File: src/verilog/wkt_pkg.sv
// Constants and types for the wake-up timer unit.
// Assumes a 32-bit AXI4-Lite slave with 8-bit byte addresses.
package wkt_pkg;
   // Register indices; byte address is four times the index
   localparam logic [7:0] WKT_IDX_CTRL = 8'h23;
   localparam logic [7:0] WKT_IDX_RLH  = 8'h24;
   localparam logic [7:0] WKT_IDX_RLL  = 8'h25;
   localparam logic [7:0] WKT_IDX_CNTH = 8'h26;
   localparam logic [7:0] WKT_IDX_CNTL = 8'h27;
   localparam logic [7:0] WKT_IDX_STAT = 8'h30;
   localparam logic [7:0] WKT_IDX_MASK = 8'h31;
   localparam logic [7:0] WKT_ADDR_CTRL = {WKT_IDX_CTRL[5:0], 2'h0};
   localparam logic [7:0] WKT_ADDR_RLH  = {WKT_IDX_RLH[5:0], 2'h0};
   localparam logic [7:0] WKT_ADDR_RLL  = {WKT_IDX_RLL[5:0], 2'h0};
   localparam logic [7:0] WKT_ADDR_CNTH = {WKT_IDX_CNTH[5:0], 2'h0};
   localparam logic [7:0] WKT_ADDR_CNTL = {WKT_IDX_CNTL[5:0], 2'h0};
   localparam logic [7:0] WKT_ADDR_STAT = {WKT_IDX_STAT[5:0], 2'h0};
   localparam logic [7:0] WKT_ADDR_MASK = {WKT_IDX_MASK[5:0], 2'h0};

   // Control register fields
   localparam int WKT_BIT_RUN  = 7;
   localparam int WKT_BIT_QUAL = 6;
   localparam int WKT_BIT_TRIM = 5;
   localparam int WKT_BIT_CD   = 4;
   localparam int WKT_BIT_RST  = 3;
   localparam int WKT_BIT_WAKE = 2;

   // Status and mask fields
   localparam int WKT_ST_UFL    = 0;
   localparam int WKT_ST_CARD   = 1;
   localparam int WKT_ST_NOCARD = 2;
   localparam int WKT_ST_W      = 3;

   // Values after reset; last count before underflow
   localparam logic [5:0]  WKT_CFG_RST    = 6'h00;
   localparam logic [15:0] WKT_RELOAD_RST = 16'h0000;
   localparam logic [15:0] WKT_COUNT_RST  = 16'h0000;
   localparam logic [2:0]  WKT_MASK_RST   = 3'h0;
   localparam logic [15:0] WKT_CNT_LAST   = 16'h0001;

   // Prescaler terminal counts
   localparam logic [4:0] WKT_TC_DIV1  = 5'h00;
   localparam logic [4:0] WKT_TC_DIV8  = 5'h07;
   localparam logic [4:0] WKT_TC_DIV16 = 5'h0f;
   localparam logic [4:0] WKT_TC_DIV32 = 5'h1f;

   localparam logic [1:0] WKT_RESP_OKAY   = 2'h0;
   localparam logic [1:0] WKT_RESP_SLVERR = 2'h2;

   typedef enum logic [1:0] {
      WKT_SEL_DIV1  = 2'h0,
      WKT_SEL_DIV8  = 2'h1,
      WKT_SEL_DIV16 = 2'h2,
      WKT_SEL_DIV32 = 2'h3
   } wkt_tick_sel_t;

   typedef enum logic {
      WKT_CD_IDLE = 1'b0,
      WKT_CD_WAIT = 1'b1
   } wkt_cd_state_t;
endpackage

File: src/verilog/wkt_tick_if.sv
// Tick request and tick pulse between timer core and prescaler.
// Both ends run on the same main clock.
interface wkt_tick_if;
   logic                  run;
   wkt_pkg::wkt_tick_sel_t sel;
   logic                  tick;
   modport ctrl (output run, output sel, input tick);
   modport gen  (input run, input sel, output tick);
endinterface

File: src/verilog/wkt_tick_gen.sv
// Slow oscillator synchroniser and tick prescaler.
// Assumes the slow oscillator is far slower than the main clock.
module wkt_tick_gen (
   input  wire logic  mclk_i,
   input  wire logic  arst_n_i,
   input  wire logic  slow_osc_i,
   wkt_tick_if.gen    tk
);
   logic       sync1_r;
   logic       sync2_r;
   logic       prev_r;
   logic [4:0] div_r;
   logic [4:0] div_nxt;
   logic       tick_r;
   logic       tick_nxt;
   logic [4:0] tc;
   logic       rise;

   always_comb begin
      rise     = sync2_r & ~prev_r;
      div_nxt  = div_r;
      tick_nxt = 1'b0;
      unique case (tk.sel)
         wkt_pkg::WKT_SEL_DIV1:  tc = wkt_pkg::WKT_TC_DIV1;
         wkt_pkg::WKT_SEL_DIV8:  tc = wkt_pkg::WKT_TC_DIV8;
         wkt_pkg::WKT_SEL_DIV16: tc = wkt_pkg::WKT_TC_DIV16;
         wkt_pkg::WKT_SEL_DIV32: tc = wkt_pkg::WKT_TC_DIV32;
      endcase
      // Held in reset while stopped so each start sees a full period
      if (!tk.run) begin
         div_nxt = 5'h00;
      end else if (rise) begin
         if (div_r == tc) begin
            div_nxt  = 5'h00;
            tick_nxt = 1'b1;
         end else begin
            div_nxt = div_r + 5'h01;
         end
      end
   end

   always_ff @(posedge mclk_i or negedge arst_n_i) begin
      if (!arst_n_i) begin
         sync1_r <= 1'b0;
         sync2_r <= 1'b0;
         prev_r  <= 1'b0;
         div_r   <= 5'h00;
         tick_r  <= 1'b0;
      end else begin
         sync1_r <= slow_osc_i;
         sync2_r <= sync1_r;
         prev_r  <= sync2_r;
         div_r   <= div_nxt;
         tick_r  <= tick_nxt;
      end
   end

   assign tk.tick = tick_r;
endmodule

File: src/verilog/wkt_top.sv
// Wake-up timer unit: 16-bit down counter with AXI4-Lite registers.
// Assumes detection results arrive on the main clock.
//
// What this block does
// - Running bit shows counting state
// - Run change only with qualifier bit
// - Auto trim starts trimming on underflow
// - Auto detect launches card detection
// - Card found: interrupt, stay active
// - No card: back to power-down if wake bit set
// - Detection mode reloads without gap
// - Field-on time timed by timer three
// - Auto restart or detection mode reloads, otherwise stops
// - Every underflow sets interrupt flag
// - Auto wake leaves power-down on underflow
// - Tick source: undivided, /8, /16, /32
// - Reload loaded only at start or on restart/detection underflow
// - Live count readable as two bytes
module wkt_top (
   input  wire logic        mclk_i,
   input  wire logic        arst_n_i,
   input  wire logic        slow_osc_i,
   input  wire logic [7:0]  s_axi_awaddr_i,
   input  wire logic        s_axi_awvalid_i,
   output logic             s_axi_awready_o,
   input  wire logic [31:0] s_axi_wdata_i,
   input  wire logic [3:0]  s_axi_wstrb_i,
   input  wire logic        s_axi_wvalid_i,
   output logic             s_axi_wready_o,
   output logic [1:0]       s_axi_bresp_o,
   output logic             s_axi_bvalid_o,
   input  wire logic        s_axi_bready_i,
   input  wire logic [7:0]  s_axi_araddr_i,
   input  wire logic        s_axi_arvalid_i,
   output logic             s_axi_arready_o,
   output logic [31:0]      s_axi_rdata_o,
   output logic [1:0]       s_axi_rresp_o,
   output logic             s_axi_rvalid_o,
   input  wire logic        s_axi_rready_i,
   input  wire logic        detect_done_i,
   input  wire logic        card_found_i,
   output logic             irq_o,
   output logic             wake_o,
   output logic             trim_start_o,
   output logic             card_detect_start_o,
   output logic             field_timer_start_o,
   output logic             power_down_req_o
);
   wkt_tick_if tick_bus ();

   // Bus state
   logic        aw_full_r,  aw_full_nxt;
   logic        w_full_r,   w_full_nxt;
   logic [7:0]  awaddr_r,   awaddr_nxt;
   logic [7:0]  wbyte_r,    wbyte_nxt;
   logic        wlane_r,    wlane_nxt;
   logic        awrdy_r,    awrdy_nxt;
   logic        wrdy_r,     wrdy_nxt;
   logic        bvalid_r,   bvalid_nxt;
   logic [1:0]  bresp_r,    bresp_nxt;
   logic        arrdy_r,    arrdy_nxt;
   logic        rvalid_r,   rvalid_nxt;
   logic [31:0] rdata_r,    rdata_nxt;
   logic [1:0]  rresp_r,    rresp_nxt;
   logic        do_write;

   // Timer state
   logic [5:0]  cfg_r,      cfg_nxt;
   logic        running_r,  running_nxt;
   logic [15:0] reload_r,   reload_nxt;
   logic [15:0] count_r,    count_nxt;
   logic [2:0]  status_r,   status_nxt;
   logic [2:0]  mask_r,     mask_nxt;
   logic        irq_r,      irq_nxt;
   logic        wake_r,     wake_nxt;
   logic        trim_r,     trim_nxt;
   logic        cd_r,       cd_nxt;
   logic        field_r,    field_nxt;
   logic        pd_r,       pd_nxt;
   wkt_pkg::wkt_cd_state_t cd_st_r, cd_st_nxt;
   logic [2:0]  st_set;
   logic [2:0]  st_clr;
   logic        ufl;
   logic        wr_ctrl;

   assign tick_bus.run = running_r;
   assign tick_bus.sel = wkt_pkg::wkt_tick_sel_t'(cfg_r[1:0]);

   // Slow oscillator synchroniser and prescaler
   wkt_tick_gen u_tick_gen (
      .mclk_i     (mclk_i),
      .arst_n_i   (arst_n_i),
      .slow_osc_i (slow_osc_i),
      .tk         (tick_bus)
   );

   // AXI4-Lite write and read channels
   // Only byte lane 0 is stored; upper lanes are dropped
   always_comb begin
      aw_full_nxt = aw_full_r;
      w_full_nxt  = w_full_r;
      awaddr_nxt  = awaddr_r;
      wbyte_nxt   = wbyte_r;
      wlane_nxt   = wlane_r;
      bvalid_nxt  = bvalid_r;
      bresp_nxt   = bresp_r;
      arrdy_nxt   = arrdy_r;
      rvalid_nxt  = rvalid_r;
      rdata_nxt   = rdata_r;
      rresp_nxt   = rresp_r;
      do_write    = aw_full_r & w_full_r & ~bvalid_r;
      if (s_axi_awvalid_i && awrdy_r) begin
         aw_full_nxt = 1'b1;
         awaddr_nxt  = s_axi_awaddr_i;
      end
      if (s_axi_wvalid_i && wrdy_r) begin
         w_full_nxt = 1'b1;
         wbyte_nxt  = s_axi_wdata_i[7:0];
         wlane_nxt  = s_axi_wstrb_i[0];
      end
      if (bvalid_r && s_axi_bready_i) begin
         bvalid_nxt = 1'b0;
      end
      if (do_write) begin
         aw_full_nxt = 1'b0;
         w_full_nxt  = 1'b0;
         bvalid_nxt  = 1'b1;
         unique case (awaddr_r)
            wkt_pkg::WKT_ADDR_CTRL, wkt_pkg::WKT_ADDR_RLH,
            wkt_pkg::WKT_ADDR_RLL,  wkt_pkg::WKT_ADDR_CNTH,
            wkt_pkg::WKT_ADDR_CNTL, wkt_pkg::WKT_ADDR_STAT,
            wkt_pkg::WKT_ADDR_MASK: bresp_nxt = wkt_pkg::WKT_RESP_OKAY;
            default:                bresp_nxt = wkt_pkg::WKT_RESP_SLVERR;
         endcase
      end
      awrdy_nxt = ~aw_full_nxt;
      wrdy_nxt  = ~w_full_nxt;

      if (rvalid_r && s_axi_rready_i) begin
         rvalid_nxt = 1'b0;
         arrdy_nxt  = 1'b1;
      end
      if (s_axi_arvalid_i && arrdy_r) begin
         arrdy_nxt  = 1'b0;
         rvalid_nxt = 1'b1;
         rdata_nxt  = 32'h0000_0000;
         rresp_nxt  = wkt_pkg::WKT_RESP_OKAY;
         unique case (s_axi_araddr_i)
            // running bit readback; qualifier reads zero
            wkt_pkg::WKT_ADDR_CTRL: rdata_nxt[7:0] = {running_r, 1'b0,
                                                      cfg_r};
            wkt_pkg::WKT_ADDR_RLH:  rdata_nxt[7:0] = reload_r[15:8];
            wkt_pkg::WKT_ADDR_RLL:  rdata_nxt[7:0] = reload_r[7:0];
            // live count bytes
            // Bytes are not latched together, so reads may tear
            wkt_pkg::WKT_ADDR_CNTH: rdata_nxt[7:0] = count_r[15:8];
            wkt_pkg::WKT_ADDR_CNTL: rdata_nxt[7:0] = count_r[7:0];
            wkt_pkg::WKT_ADDR_STAT: rdata_nxt[2:0] = status_r;
            wkt_pkg::WKT_ADDR_MASK: rdata_nxt[2:0] = mask_r;
            default:                rresp_nxt = wkt_pkg::WKT_RESP_SLVERR;
         endcase
      end
   end

   always_ff @(posedge mclk_i or negedge arst_n_i) begin
      if (!arst_n_i) begin
         aw_full_r <= 1'b0;
         w_full_r  <= 1'b0;
         awaddr_r  <= 8'h00;
         wbyte_r   <= 8'h00;
         wlane_r   <= 1'b0;
         awrdy_r   <= 1'b1;
         wrdy_r    <= 1'b1;
         bvalid_r  <= 1'b0;
         bresp_r   <= wkt_pkg::WKT_RESP_OKAY;
         arrdy_r   <= 1'b1;
         rvalid_r  <= 1'b0;
         rdata_r   <= 32'h0000_0000;
         rresp_r   <= wkt_pkg::WKT_RESP_OKAY;
      end else begin
         aw_full_r <= aw_full_nxt;
         w_full_r  <= w_full_nxt;
         awaddr_r  <= awaddr_nxt;
         wbyte_r   <= wbyte_nxt;
         wlane_r   <= wlane_nxt;
         awrdy_r   <= awrdy_nxt;
         wrdy_r    <= wrdy_nxt;
         bvalid_r  <= bvalid_nxt;
         bresp_r   <= bresp_nxt;
         arrdy_r   <= arrdy_nxt;
         rvalid_r  <= rvalid_nxt;
         rdata_r   <= rdata_nxt;
         rresp_r   <= rresp_nxt;
      end
   end

   // Timer core, register writes and events
   always_comb begin
      cfg_nxt     = cfg_r;
      running_nxt = running_r;
      reload_nxt  = reload_r;
      count_nxt   = count_r;
      mask_nxt    = mask_r;
      cd_st_nxt   = cd_st_r;
      pd_nxt      = pd_r;
      st_set      = 3'h0;
      st_clr      = 3'h0;
      wr_ctrl     = do_write & wlane_r & (awaddr_r == wkt_pkg::WKT_ADDR_CTRL);
      // underflow is the step that reaches zero
      ufl = running_r & tick_bus.tick & (count_r <= wkt_pkg::WKT_CNT_LAST);

      if (running_r && tick_bus.tick) begin
         if (ufl) begin
            // reload on restart or detection mode
            if (cfg_r[wkt_pkg::WKT_BIT_RST] ||
                cfg_r[wkt_pkg::WKT_BIT_CD]) begin
               count_nxt = reload_r;
            end else begin
               count_nxt   = 16'h0000;
               running_nxt = 1'b0;
            end
         end else begin
            count_nxt = count_r - 16'h0001;
         end
      end

      st_set[wkt_pkg::WKT_ST_UFL] = ufl;
      trim_nxt  = ufl & cfg_r[wkt_pkg::WKT_BIT_TRIM];
      cd_nxt    = ufl & cfg_r[wkt_pkg::WKT_BIT_CD];
      // field time handed to timer three
      field_nxt = ufl & cfg_r[wkt_pkg::WKT_BIT_CD];
      wake_nxt  = ufl & cfg_r[wkt_pkg::WKT_BIT_WAKE];
      if (wake_nxt) begin
         pd_nxt = 1'b0;
      end

      // Results with no detection pending are ignored
      if (cd_nxt) begin
         cd_st_nxt = wkt_pkg::WKT_CD_WAIT;
      end else begin
         unique case (cd_st_r)
            wkt_pkg::WKT_CD_IDLE: cd_st_nxt = wkt_pkg::WKT_CD_IDLE;
            wkt_pkg::WKT_CD_WAIT: begin
               if (detect_done_i) begin
                  cd_st_nxt = wkt_pkg::WKT_CD_IDLE;
                  if (card_found_i) begin
                     st_set[wkt_pkg::WKT_ST_CARD] = 1'b1;
                     pd_nxt = 1'b0;
                  end else begin
                     // no card: power-down if wake bit set
                     st_set[wkt_pkg::WKT_ST_NOCARD] = 1'b1;
                     if (cfg_r[wkt_pkg::WKT_BIT_WAKE]) begin
                        pd_nxt = 1'b1;
                     end
                  end
               end
            end
         endcase
      end

      if (wr_ctrl) begin
         cfg_nxt = wbyte_r[5:0];
         if (wbyte_r[wkt_pkg::WKT_BIT_QUAL]) begin
            running_nxt = wbyte_r[wkt_pkg::WKT_BIT_RUN];
            if (wbyte_r[wkt_pkg::WKT_BIT_RUN]) begin
               count_nxt = reload_r;
            end
         end
      end
      if (do_write && wlane_r) begin
         unique case (awaddr_r)
            wkt_pkg::WKT_ADDR_RLH:  reload_nxt[15:8] = wbyte_r;
            wkt_pkg::WKT_ADDR_RLL:  reload_nxt[7:0]  = wbyte_r;
            wkt_pkg::WKT_ADDR_STAT: st_clr = wbyte_r[2:0];
            wkt_pkg::WKT_ADDR_MASK: mask_nxt = wbyte_r[2:0];
            default:                st_clr = 3'h0;
         endcase
      end

      // New events win over a clear in the same cycle
      status_nxt = (status_r & ~st_clr) | st_set;
      irq_nxt    = |(status_nxt & mask_nxt);
   end

   always_ff @(posedge mclk_i or negedge arst_n_i) begin
      if (!arst_n_i) begin
         cfg_r     <= wkt_pkg::WKT_CFG_RST;
         running_r <= 1'b0;
         reload_r  <= wkt_pkg::WKT_RELOAD_RST;
         count_r   <= wkt_pkg::WKT_COUNT_RST;
         status_r  <= 3'h0;
         mask_r    <= wkt_pkg::WKT_MASK_RST;
         irq_r     <= 1'b0;
         wake_r    <= 1'b0;
         trim_r    <= 1'b0;
         cd_r      <= 1'b0;
         field_r   <= 1'b0;
         pd_r      <= 1'b0;
         cd_st_r   <= wkt_pkg::WKT_CD_IDLE;
      end else begin
         cfg_r     <= cfg_nxt;
         running_r <= running_nxt;
         reload_r  <= reload_nxt;
         count_r   <= count_nxt;
         status_r  <= status_nxt;
         mask_r    <= mask_nxt;
         irq_r     <= irq_nxt;
         wake_r    <= wake_nxt;
         trim_r    <= trim_nxt;
         cd_r      <= cd_nxt;
         field_r   <= field_nxt;
         pd_r      <= pd_nxt;
         cd_st_r   <= cd_st_nxt;
      end
   end

   assign s_axi_awready_o     = awrdy_r;
   assign s_axi_wready_o      = wrdy_r;
   assign s_axi_bresp_o       = bresp_r;
   assign s_axi_bvalid_o      = bvalid_r;
   assign s_axi_arready_o     = arrdy_r;
   assign s_axi_rdata_o       = rdata_r;
   assign s_axi_rresp_o       = rresp_r;
   assign s_axi_rvalid_o      = rvalid_r;
   assign irq_o               = irq_r;
   assign wake_o              = wake_r;
   assign trim_start_o        = trim_r;
   assign card_detect_start_o = cd_r;
   assign field_timer_start_o = field_r;
   assign power_down_req_o    = pd_r;
endmodule
File: config.mk
export PLATFORM = sky130hd
export DESIGN_NAME = wkt_top
export DESIGN_NICKNAME = d
export VERILOG_FILES = /design/src/verilog/wkt_pkg.sv /design/src/verilog/wkt_tick_if.sv /design/src/verilog/wkt_tick_gen.sv /design/src/verilog/wkt_top.sv
export SDC_FILE = /design/constraint.sdc
export NUM_CORES = 1
export LEC_CHECK = 0
export ABC_AREA = 1
export BUFFER_PORTS_ARGS = -buffer_cell sky130_fd_sc_hd__buf_4
export CAP_MARGIN = 20
export CORE_MARGIN = 1.5
export CORE_UTILIZATION = 60
export CTS_BUF_LIST = sky130_fd_sc_hd__clkbuf_8
export DETAILED_ROUTE_END_ITERATION = 7
export PLACE_DENSITY = 0.88
export SLEW_MARGIN = 10
export SYNTH_ARGS = -nofsm -noshare
export SYNTH_HDL_FRONTEND = slang
export SYNTH_SLANG_ARGS = --single-unit
export TNS_END_PERCENT = 5
File: constraint.sdc
create_clock -name mclk_i -period 4.98 [get_ports mclk_i]
set_clock_uncertainty 0.2 [all_clocks]
set_input_delay 0.996 -clock mclk_i [delete_from_list [all_inputs] [get_ports mclk_i]]
set_output_delay 0.996 -clock mclk_i [all_outputs]
set_load 0.1 [all_outputs]
==> results of run 1 <==
==> state kept, by name, indices dropped and copies added (netlist names), 3 cells and up <==
signal / count
awaddr_r: 8
cfg_r: 6
count_r: 16
mask_r: 3
reload_r: 16
s_axi_rdata_o: 8
status_r: 3
u_tick_gen.div_r: 5
wbyte_r: 8
==> placed cells by master (no fill, tap or decap), drive strengths merged, types with 2 or more instances in the layout <==
cell type  instances
ha                 3
nand3             59
nor2              72
inv               74
o21ai             79
dfstp              3
clkinv             4
conb              26
nor3              11
a21oi             11
clkbuf             9
nand2            194
dfrtp             91
nand4             18
xor2               2
xnor2              2
buf               56
==> per-stage QoR <==
| stage | worst slack [ns] | hold WS, ns | power (mW) | instance area, µm² | util [%] |
|---|---|---|---|---|---|
| global placement | 2.02 | 0.136 | 1.88 | 5470 | 66.6 |
| finish | 2.30 | 0.165 | 2.44 | 5680 | 69.1 |
| global route | 2.10 | 0.179 | 2.55 | 5680 | 69.1 |
| detailed placement | 2.01 | 0.137 | 1.91 | 5470 | 66.6 |
| CTS | 2.38 | 0.168 | 2.44 | 5680 | 69.1 |
| floorplan | 2.46 | 0.131 | 1.72 | 5200 | - |
==> final cells by class <==
type                            instances  area [µm²]
Clock buffer                            9         124
Clock inverter                          7        88.8
Fill cell                             680        2530
Inverter                               73         274
Multi-Input combinational cell        483        2290
Sequential cell                        94        2360
Tap cell                              105         131
Timing Repair Buffer                   56         420
==> worst max path at each step <==
| stage | endpoint | slack, ns | startpoint |
|---|---|---|---|
| after CTS | count_r[9] | 2.38 | running_r |
| after global placement | s_axi_rdata_o[6] | 2.02 | s_axi_araddr_i[7] |
| after global routing | s_axi_rdata_o[2] | 2.10 | s_axi_araddr_i[7] |
| final | count_r[9] | 2.30 | running_r |
| after floorplan | field_timer_start_o | 2.46 | field_timer_start_o |
| after detailed placement | s_axi_rdata_o[6] | 2.01 | s_axi_araddr_i[7] |
==> layer usage <==
layer | wire length (µm) | track usage (%)
met3 | 827 | 6.22
met1 | 5130 | 37.5
met5 | 0 | 0
met2 | 5640 | 46.1
met4 | 562 | 15.7
==> cell families after synthesis <==
group | share of synthesized area [%]
fa+ha+maj | 0.735
compound gates | 9.80
simple gates | 31.6
flops | 46.1
xor+xnor | 0.686
other cells | 0.0734
buf+inv | 10.9
==> cells in the mapped netlist, drive strengths merged <==
cell and number:
inv 71, xnor2 2, nand2 194, nand3 59, clkbuf 9, o221ai 1, nand3b 1, o22ai 1
clkinv 2, nor3 11, a31o 1, o21a 1, xor2 2, o211ai 1, o21ai 79, buf 35
conb 1, nand4 18, nor2 72, dfstp 3, a21oi 11, ha 3, dfrtp 91
==> power by group <==
group,leakage [nW],internal (mW),switching (mW)
logic,1.58,0.177,0.695
registers,1.23,0.915,0.107
clock network,0.105,0.244,0.298
total,2.92,1.34,1.10
==> summary.txt, run 1 <==
Setup path
  – Critical-path cell list: nand2_2 > inv_2 > o21ai_1 > nor3_4 > nand2_4 > o21ai_4 > nand2_1 > nand2_1
  – Reg2reg end: count_r[9]
  – R2R Setup Slk: 2.30 ns
  – Crit-path most repeated cell: nand2_1
  – Top delay family on crit path: simple AND/OR/NAND/NOR gates
  – Crit path buffers/inverters: 1
  – Slowest CP cell: dfrtp_1
  – Critical path depth in cells: 8
  – WP data required: ~5.1 ns
  – Crit path capture type: flop
  – FF-to-FF path depth: 8
  – Max incr delay on CP: approximately 0.56 ns
  – R2R Path Start: running_r
  – Critical path peak fanout: 20
  – Crit path launch type: flop
  – Data arrival, critical path: between 2 and 3 ns
  – Setup CP Type: reg2reg

Logic synthesis
  – Synth Cell Area: between 5000 and 6000 µm²
  – Cells after synthesis: roughly 670
  – Post-Syn Area per Cell: 7.64 µm²
  – Yosys warning total: 0
  – Synth top area cells: dfrtp_1 45%, nand2_1 14%, o21ai_0 7.5%
  – Distinct cells, synth: 38
  – #FFs+latches synth: 94
  – Sequential-to-total area share from yosys stat: roughly 46%
  – Top-area cell type share of the netlist area: 44.6%
  – Area leader, netlist: dfrtp_1

Global routing
  – First-pass GRT wire length: approximately 20000 µm
  – Grt total ovfl: 0
  – GRT Util Overall: between 20% and 30%
  – Pin count of the biggest net entering global routing: just over 60
  – Initial antenna violation count: 0
  – Vias in the first global route: about 4200

Clocking
  – Root Buffer: clkbuf_8
  – # clock sinks: 94
  – Clk Latency, worst-skew pair: about 0.37 ns
  – Hold_buf cts: 0
  – TritonCTS clock tree: done
  – Number of buffers created by CTS: 9
  – Longest Clk Path Bufs: 2
  – Clock-pin slew on the worst setup and hold paths: 0.10 ns
  – Htree depth: 3
  – Gates resized, CTS repair: 0
  – Post-CTS setup buffer count: 0

Hold path
  – Hold Path Origin: u_tick_gen.sync1_r
  – Hold Path End: u_tick_gen.sync2_r
  – Hold depth: 0
  – Type of the worst min-delay path: reg2reg

Place
  – # port buffers: 55
  – DP Cell Count: roughly 810
  – RePlAce Congestion: 0.997
  – HPWL after detailed placement: between 9000 and 10000 µm

Run status
  – Status: complete, no violations

Detailed routing
  – Drt pass-1 iters: 5
  – Post-DRT Antenna Nets: 0
  – Total number of vias: 4516
  – Routed WL per cell: ~15 µm
  – Final WL: about 12000 µm
  – Starting DRC count in detailed routing: 281
  – Remaining routing DRC violations: 0
  – Average vias per placed instance: 5.46

Floorplanning
  – Std-Cell Rows: 33
  – Initial Util: 62.2%
  – Die area: 9080 µm²
  – Die H: 95.3 µm
  – I/O Pins: ~110
  – Core area: around 8200 µm²
  – Die width: ~95 µm

Cells and area
  – Syn-to-layout area delta: 11.2%
  – Share of cells above drive strength 1: 14.1%
  – Final cell count without fillers: 827
  – # nets final: 782
  – Antenna Cells: 0

Timing
  – Post-Route Setup TNS: 0 ns
  – Final hold viol count: 0
  – RSZ-0062 raised after global routing: false
  – Final setup vio count: 0
  – Maximum clock rate: between 300 and 400 MHz
  – Max Slew Vio Count: 0
  – Final period util: between 50% and 60%
  – Max_slew headroom: 41.3%
  – Slew @ Worst Pin: around 0.9 ns
  – Tmin final: between 2 and 3 ns

Power and ir drop
  – Peak supply drop: about 0.37 mV
  – Pwr Density: about 430 nW/µm²
  – Leakage: 2.92 nW

Run
  – Maxcap violations: 0
Power figures use the tool's default switching activity.
==> run 2, diff against run 1 <==
- CORE_UTILIZATION: 60 -> 51
- PLACE_DENSITY: 0.88 -> 0.79
- clock period: 4.98 -> 2.19 ns (I/O delays scaled with it)
==> run 2 against run 1 <==
Total power grew 120%. Final cell count grew 5.9%. Sequential power grew 130%. Worst setup slack lost 2.2 ns. Critical endpoint is now count_r[13]. Largest cell class unchanged.
==> summary.txt, run 2 (synthesis results as in run 1) <==
Detailed routing
  – Met3 WL: 867 µm (+4.8%)
  – Metal2 WL: 6170 µm (+9.3%)
  – Wl on met1: 5600 µm (+9.2%)
  – Drt pass-1 iters: 5 (unchanged)
  – Average vias per placed instance: 5.27 (-3.4%)
  – Routed WL per cell: 14.7 µm (about the same)
  – Total number of vias: 4619 (+2.3%)
  – Remaining routing DRC violations: 0 (unchanged)
  – Starting DRC count in detailed routing: 344 (+22%)
  – Post-DRT Antenna Nets: 0 (unchanged)
  – Final WL: 12900 µm (+6.0%)
  – Top Layer Used: met4

Floorplanning
  – Die area: 10600 µm² (+17%)
  – Initial Util: 52.5% (-9.7 points)
  – I/O Pins: 109 (unchanged)
  – Die H: 103 µm (+8.2%)
  – Die width: 103 µm (+8.2%)
  – Core area: 9730 µm² (+18%)
  – Std-Cell Rows: 36 (+9.1%)

Setup path
  – R2R Setup Slk: 0.15 ns (-2.15 ns)
  – Max incr delay on CP: 0.39 ns (-0.17 ns)
  – Critical path peak fanout: 9 (-55%)
  – Crit path capture type: flop
  – Slowest CP cell: dfrtp_1
  – Data arrival, critical path: 2.12 ns (-0.67 ns)
  – Crit-path most repeated cell: nor2_1
  – WP data required: 2.27 ns (-2.82 ns)
  – Critical-path cell list: inv_1 > ha_1 > nand2_1 > nand2_1 > nand3_2 > nor2_1 > nor2_1 > a21oi_1 > nor2_1
  – Crit path launch type: flop
  – Setup CP Type: reg2reg

Clocking
  – # clock sinks: 94 (unchanged)
  – Longest Clk Path Bufs: 2 (unchanged)
  – Htree depth: 3 (unchanged)
  – Clk Latency, worst-skew pair: 0.38 ns (about the same)
  – Number of buffers created by CTS: 9 (unchanged)
  – Post-CTS setup buffer count: 0 (unchanged)
  – Root Buffer: clkbuf_8
  – TritonCTS clock tree: done
  – Clock-pin slew on the worst setup and hold paths: 0.10 ns (about the same)

Power and ir drop
  – Peak supply drop: 0.954 mV (+160%)
  – Pwr Density: 929 nW/µm² (+120%)
  – Tot Pwr: 5.46 mW (+120%)
  – Leakage: 3.02 nW (+3.6%)

Place
  – HPWL after detailed placement: 9680 µm (+7.4%)
  – RePlAce Congestion: 0.957 (-4.0%)
  – # port buffers: 55 (unchanged)

Global routing
  – Vias in the first global route: 4372 (+3.4%)
  – Pin count of the biggest net entering global routing: 40 (-34%)
  – First-pass GRT wire length: 21200 µm (+6.0%)
  – GRT Util Overall: 26.5% (-2.7 points)
  – Initial antenna violation count: 0 (unchanged)
  – Grt total ovfl: 0 (unchanged)

Cells and area
  – Commonest cells after routing, fill and taps aside: 190 x nand2_1, 91 x dfrtp_1, 77 x o21ai_0
  – Syn-to-layout area delta: 15.1%
  – Largest registers: count_r x16, reload_r x16
  – Share of cells above drive strength 1: 16.4% (+2.3 points)
  – Antenna Cells: 0 (unchanged)
  – Most common cell after layout, fill and taps aside: nand2_1
  – # nets final: 803 (+2.7%)

Run
  – Maxcap violations: 0 (unchanged)

Timing
  – Slew @ Worst Pin: 0.521 ns (-0.354 ns)
  – Final hold viol count: 0 (unchanged)
  – Max Slew Vio Count: 0 (unchanged)
  – Maximum clock rate: 490 MHz (+31%)
  – RSZ-0062 raised after global routing: false
  – Max_slew headroom: 65.1% (+24 points)
  – Final period util: 93.2% (+39 points)
  – Final setup vio count: 0 (unchanged)
  – Tmin final: 2.04 ns (-0.639 ns)
  – Hold Slack: 0.0330 ns (-0.132 ns)
  – Post-Route Setup TNS: 0 ns (unchanged)

Run status
  – Status: complete, no violations

Hold path
  – Type of the worst min-delay path: in2reg
## run 2: worst max-delay path, delay by kind of cell (launching register included)
kind,cells,cell delay [ns]
compound gates,1,0.14
fa+ha+maj,1,0.26
buf+inv,1,0.11
flops,1,0.39
simple gates,6,0.83
## run 2: worst paths after layout
check | startpoint | endpoint | cells after the start
worst max-delay path | count_r[0] | count_r[13] | 9
worst min-delay path | s_axi_bready_i | s_axi_bvalid_o | 2
worst max register to register | count_r[0] | count_r[13] | 9
worst min register to register | u_tick_gen.sync1_r | u_tick_gen.sync2_r | 0
max in group asynchronous | arst_n_i | s_axi_wready_o | 3
min in group asynchronous | arst_n_i | s_axi_rvalid_o | 2
## run 2: power by group
part | switching [mW] | internal [mW]
clock network | 0.707 | 0.440
registers | 0.233 | 2.08
logic | 1.58 | 0.419
## run 2: layout make-up
class / count / area [µm²]
Timing Repair Buffer: 77 / 608
Fill cell: 894 / 3850
Multi-Input combinational cell: 483 / 2290
Inverter: 73 / 274
Tap cell: 133 / 166
Clock buffer: 9 / 124
Clock inverter: 7 / 62.6
Sequential cell: 94 / 2360
## run 2: per-layer routing
layer | vias to the layer above | global-route usage [%]
met3 | 28 | 4.20
met1 | 2153 | 35.6
li1 | 2240 | -
met2 | 198 | 43.8
met4 | 0 | 8.84
met5 | - | 0
## run 2: through the flow
step	std cells	setup WS (ns)	area (µm²)	utilization, %
5_1_grt	876	0.0456	5880	60.4
3_3_place_gp	858	0.245	5670	58.3
3_5_place_dp	858	0.203	5670	58.3
6_report	876	0.149	5880	60.4
2_1_floorplan	694	0.0239	5200	-
4_1_cts	876	0.169	5880	60.4
## run 2: what timing repair did
item	CTS	global route
resized for setup	0	1
endpoints found under the hold margin	20	0
hold buffers	2	0
endpoints found under the setup margin	0	1
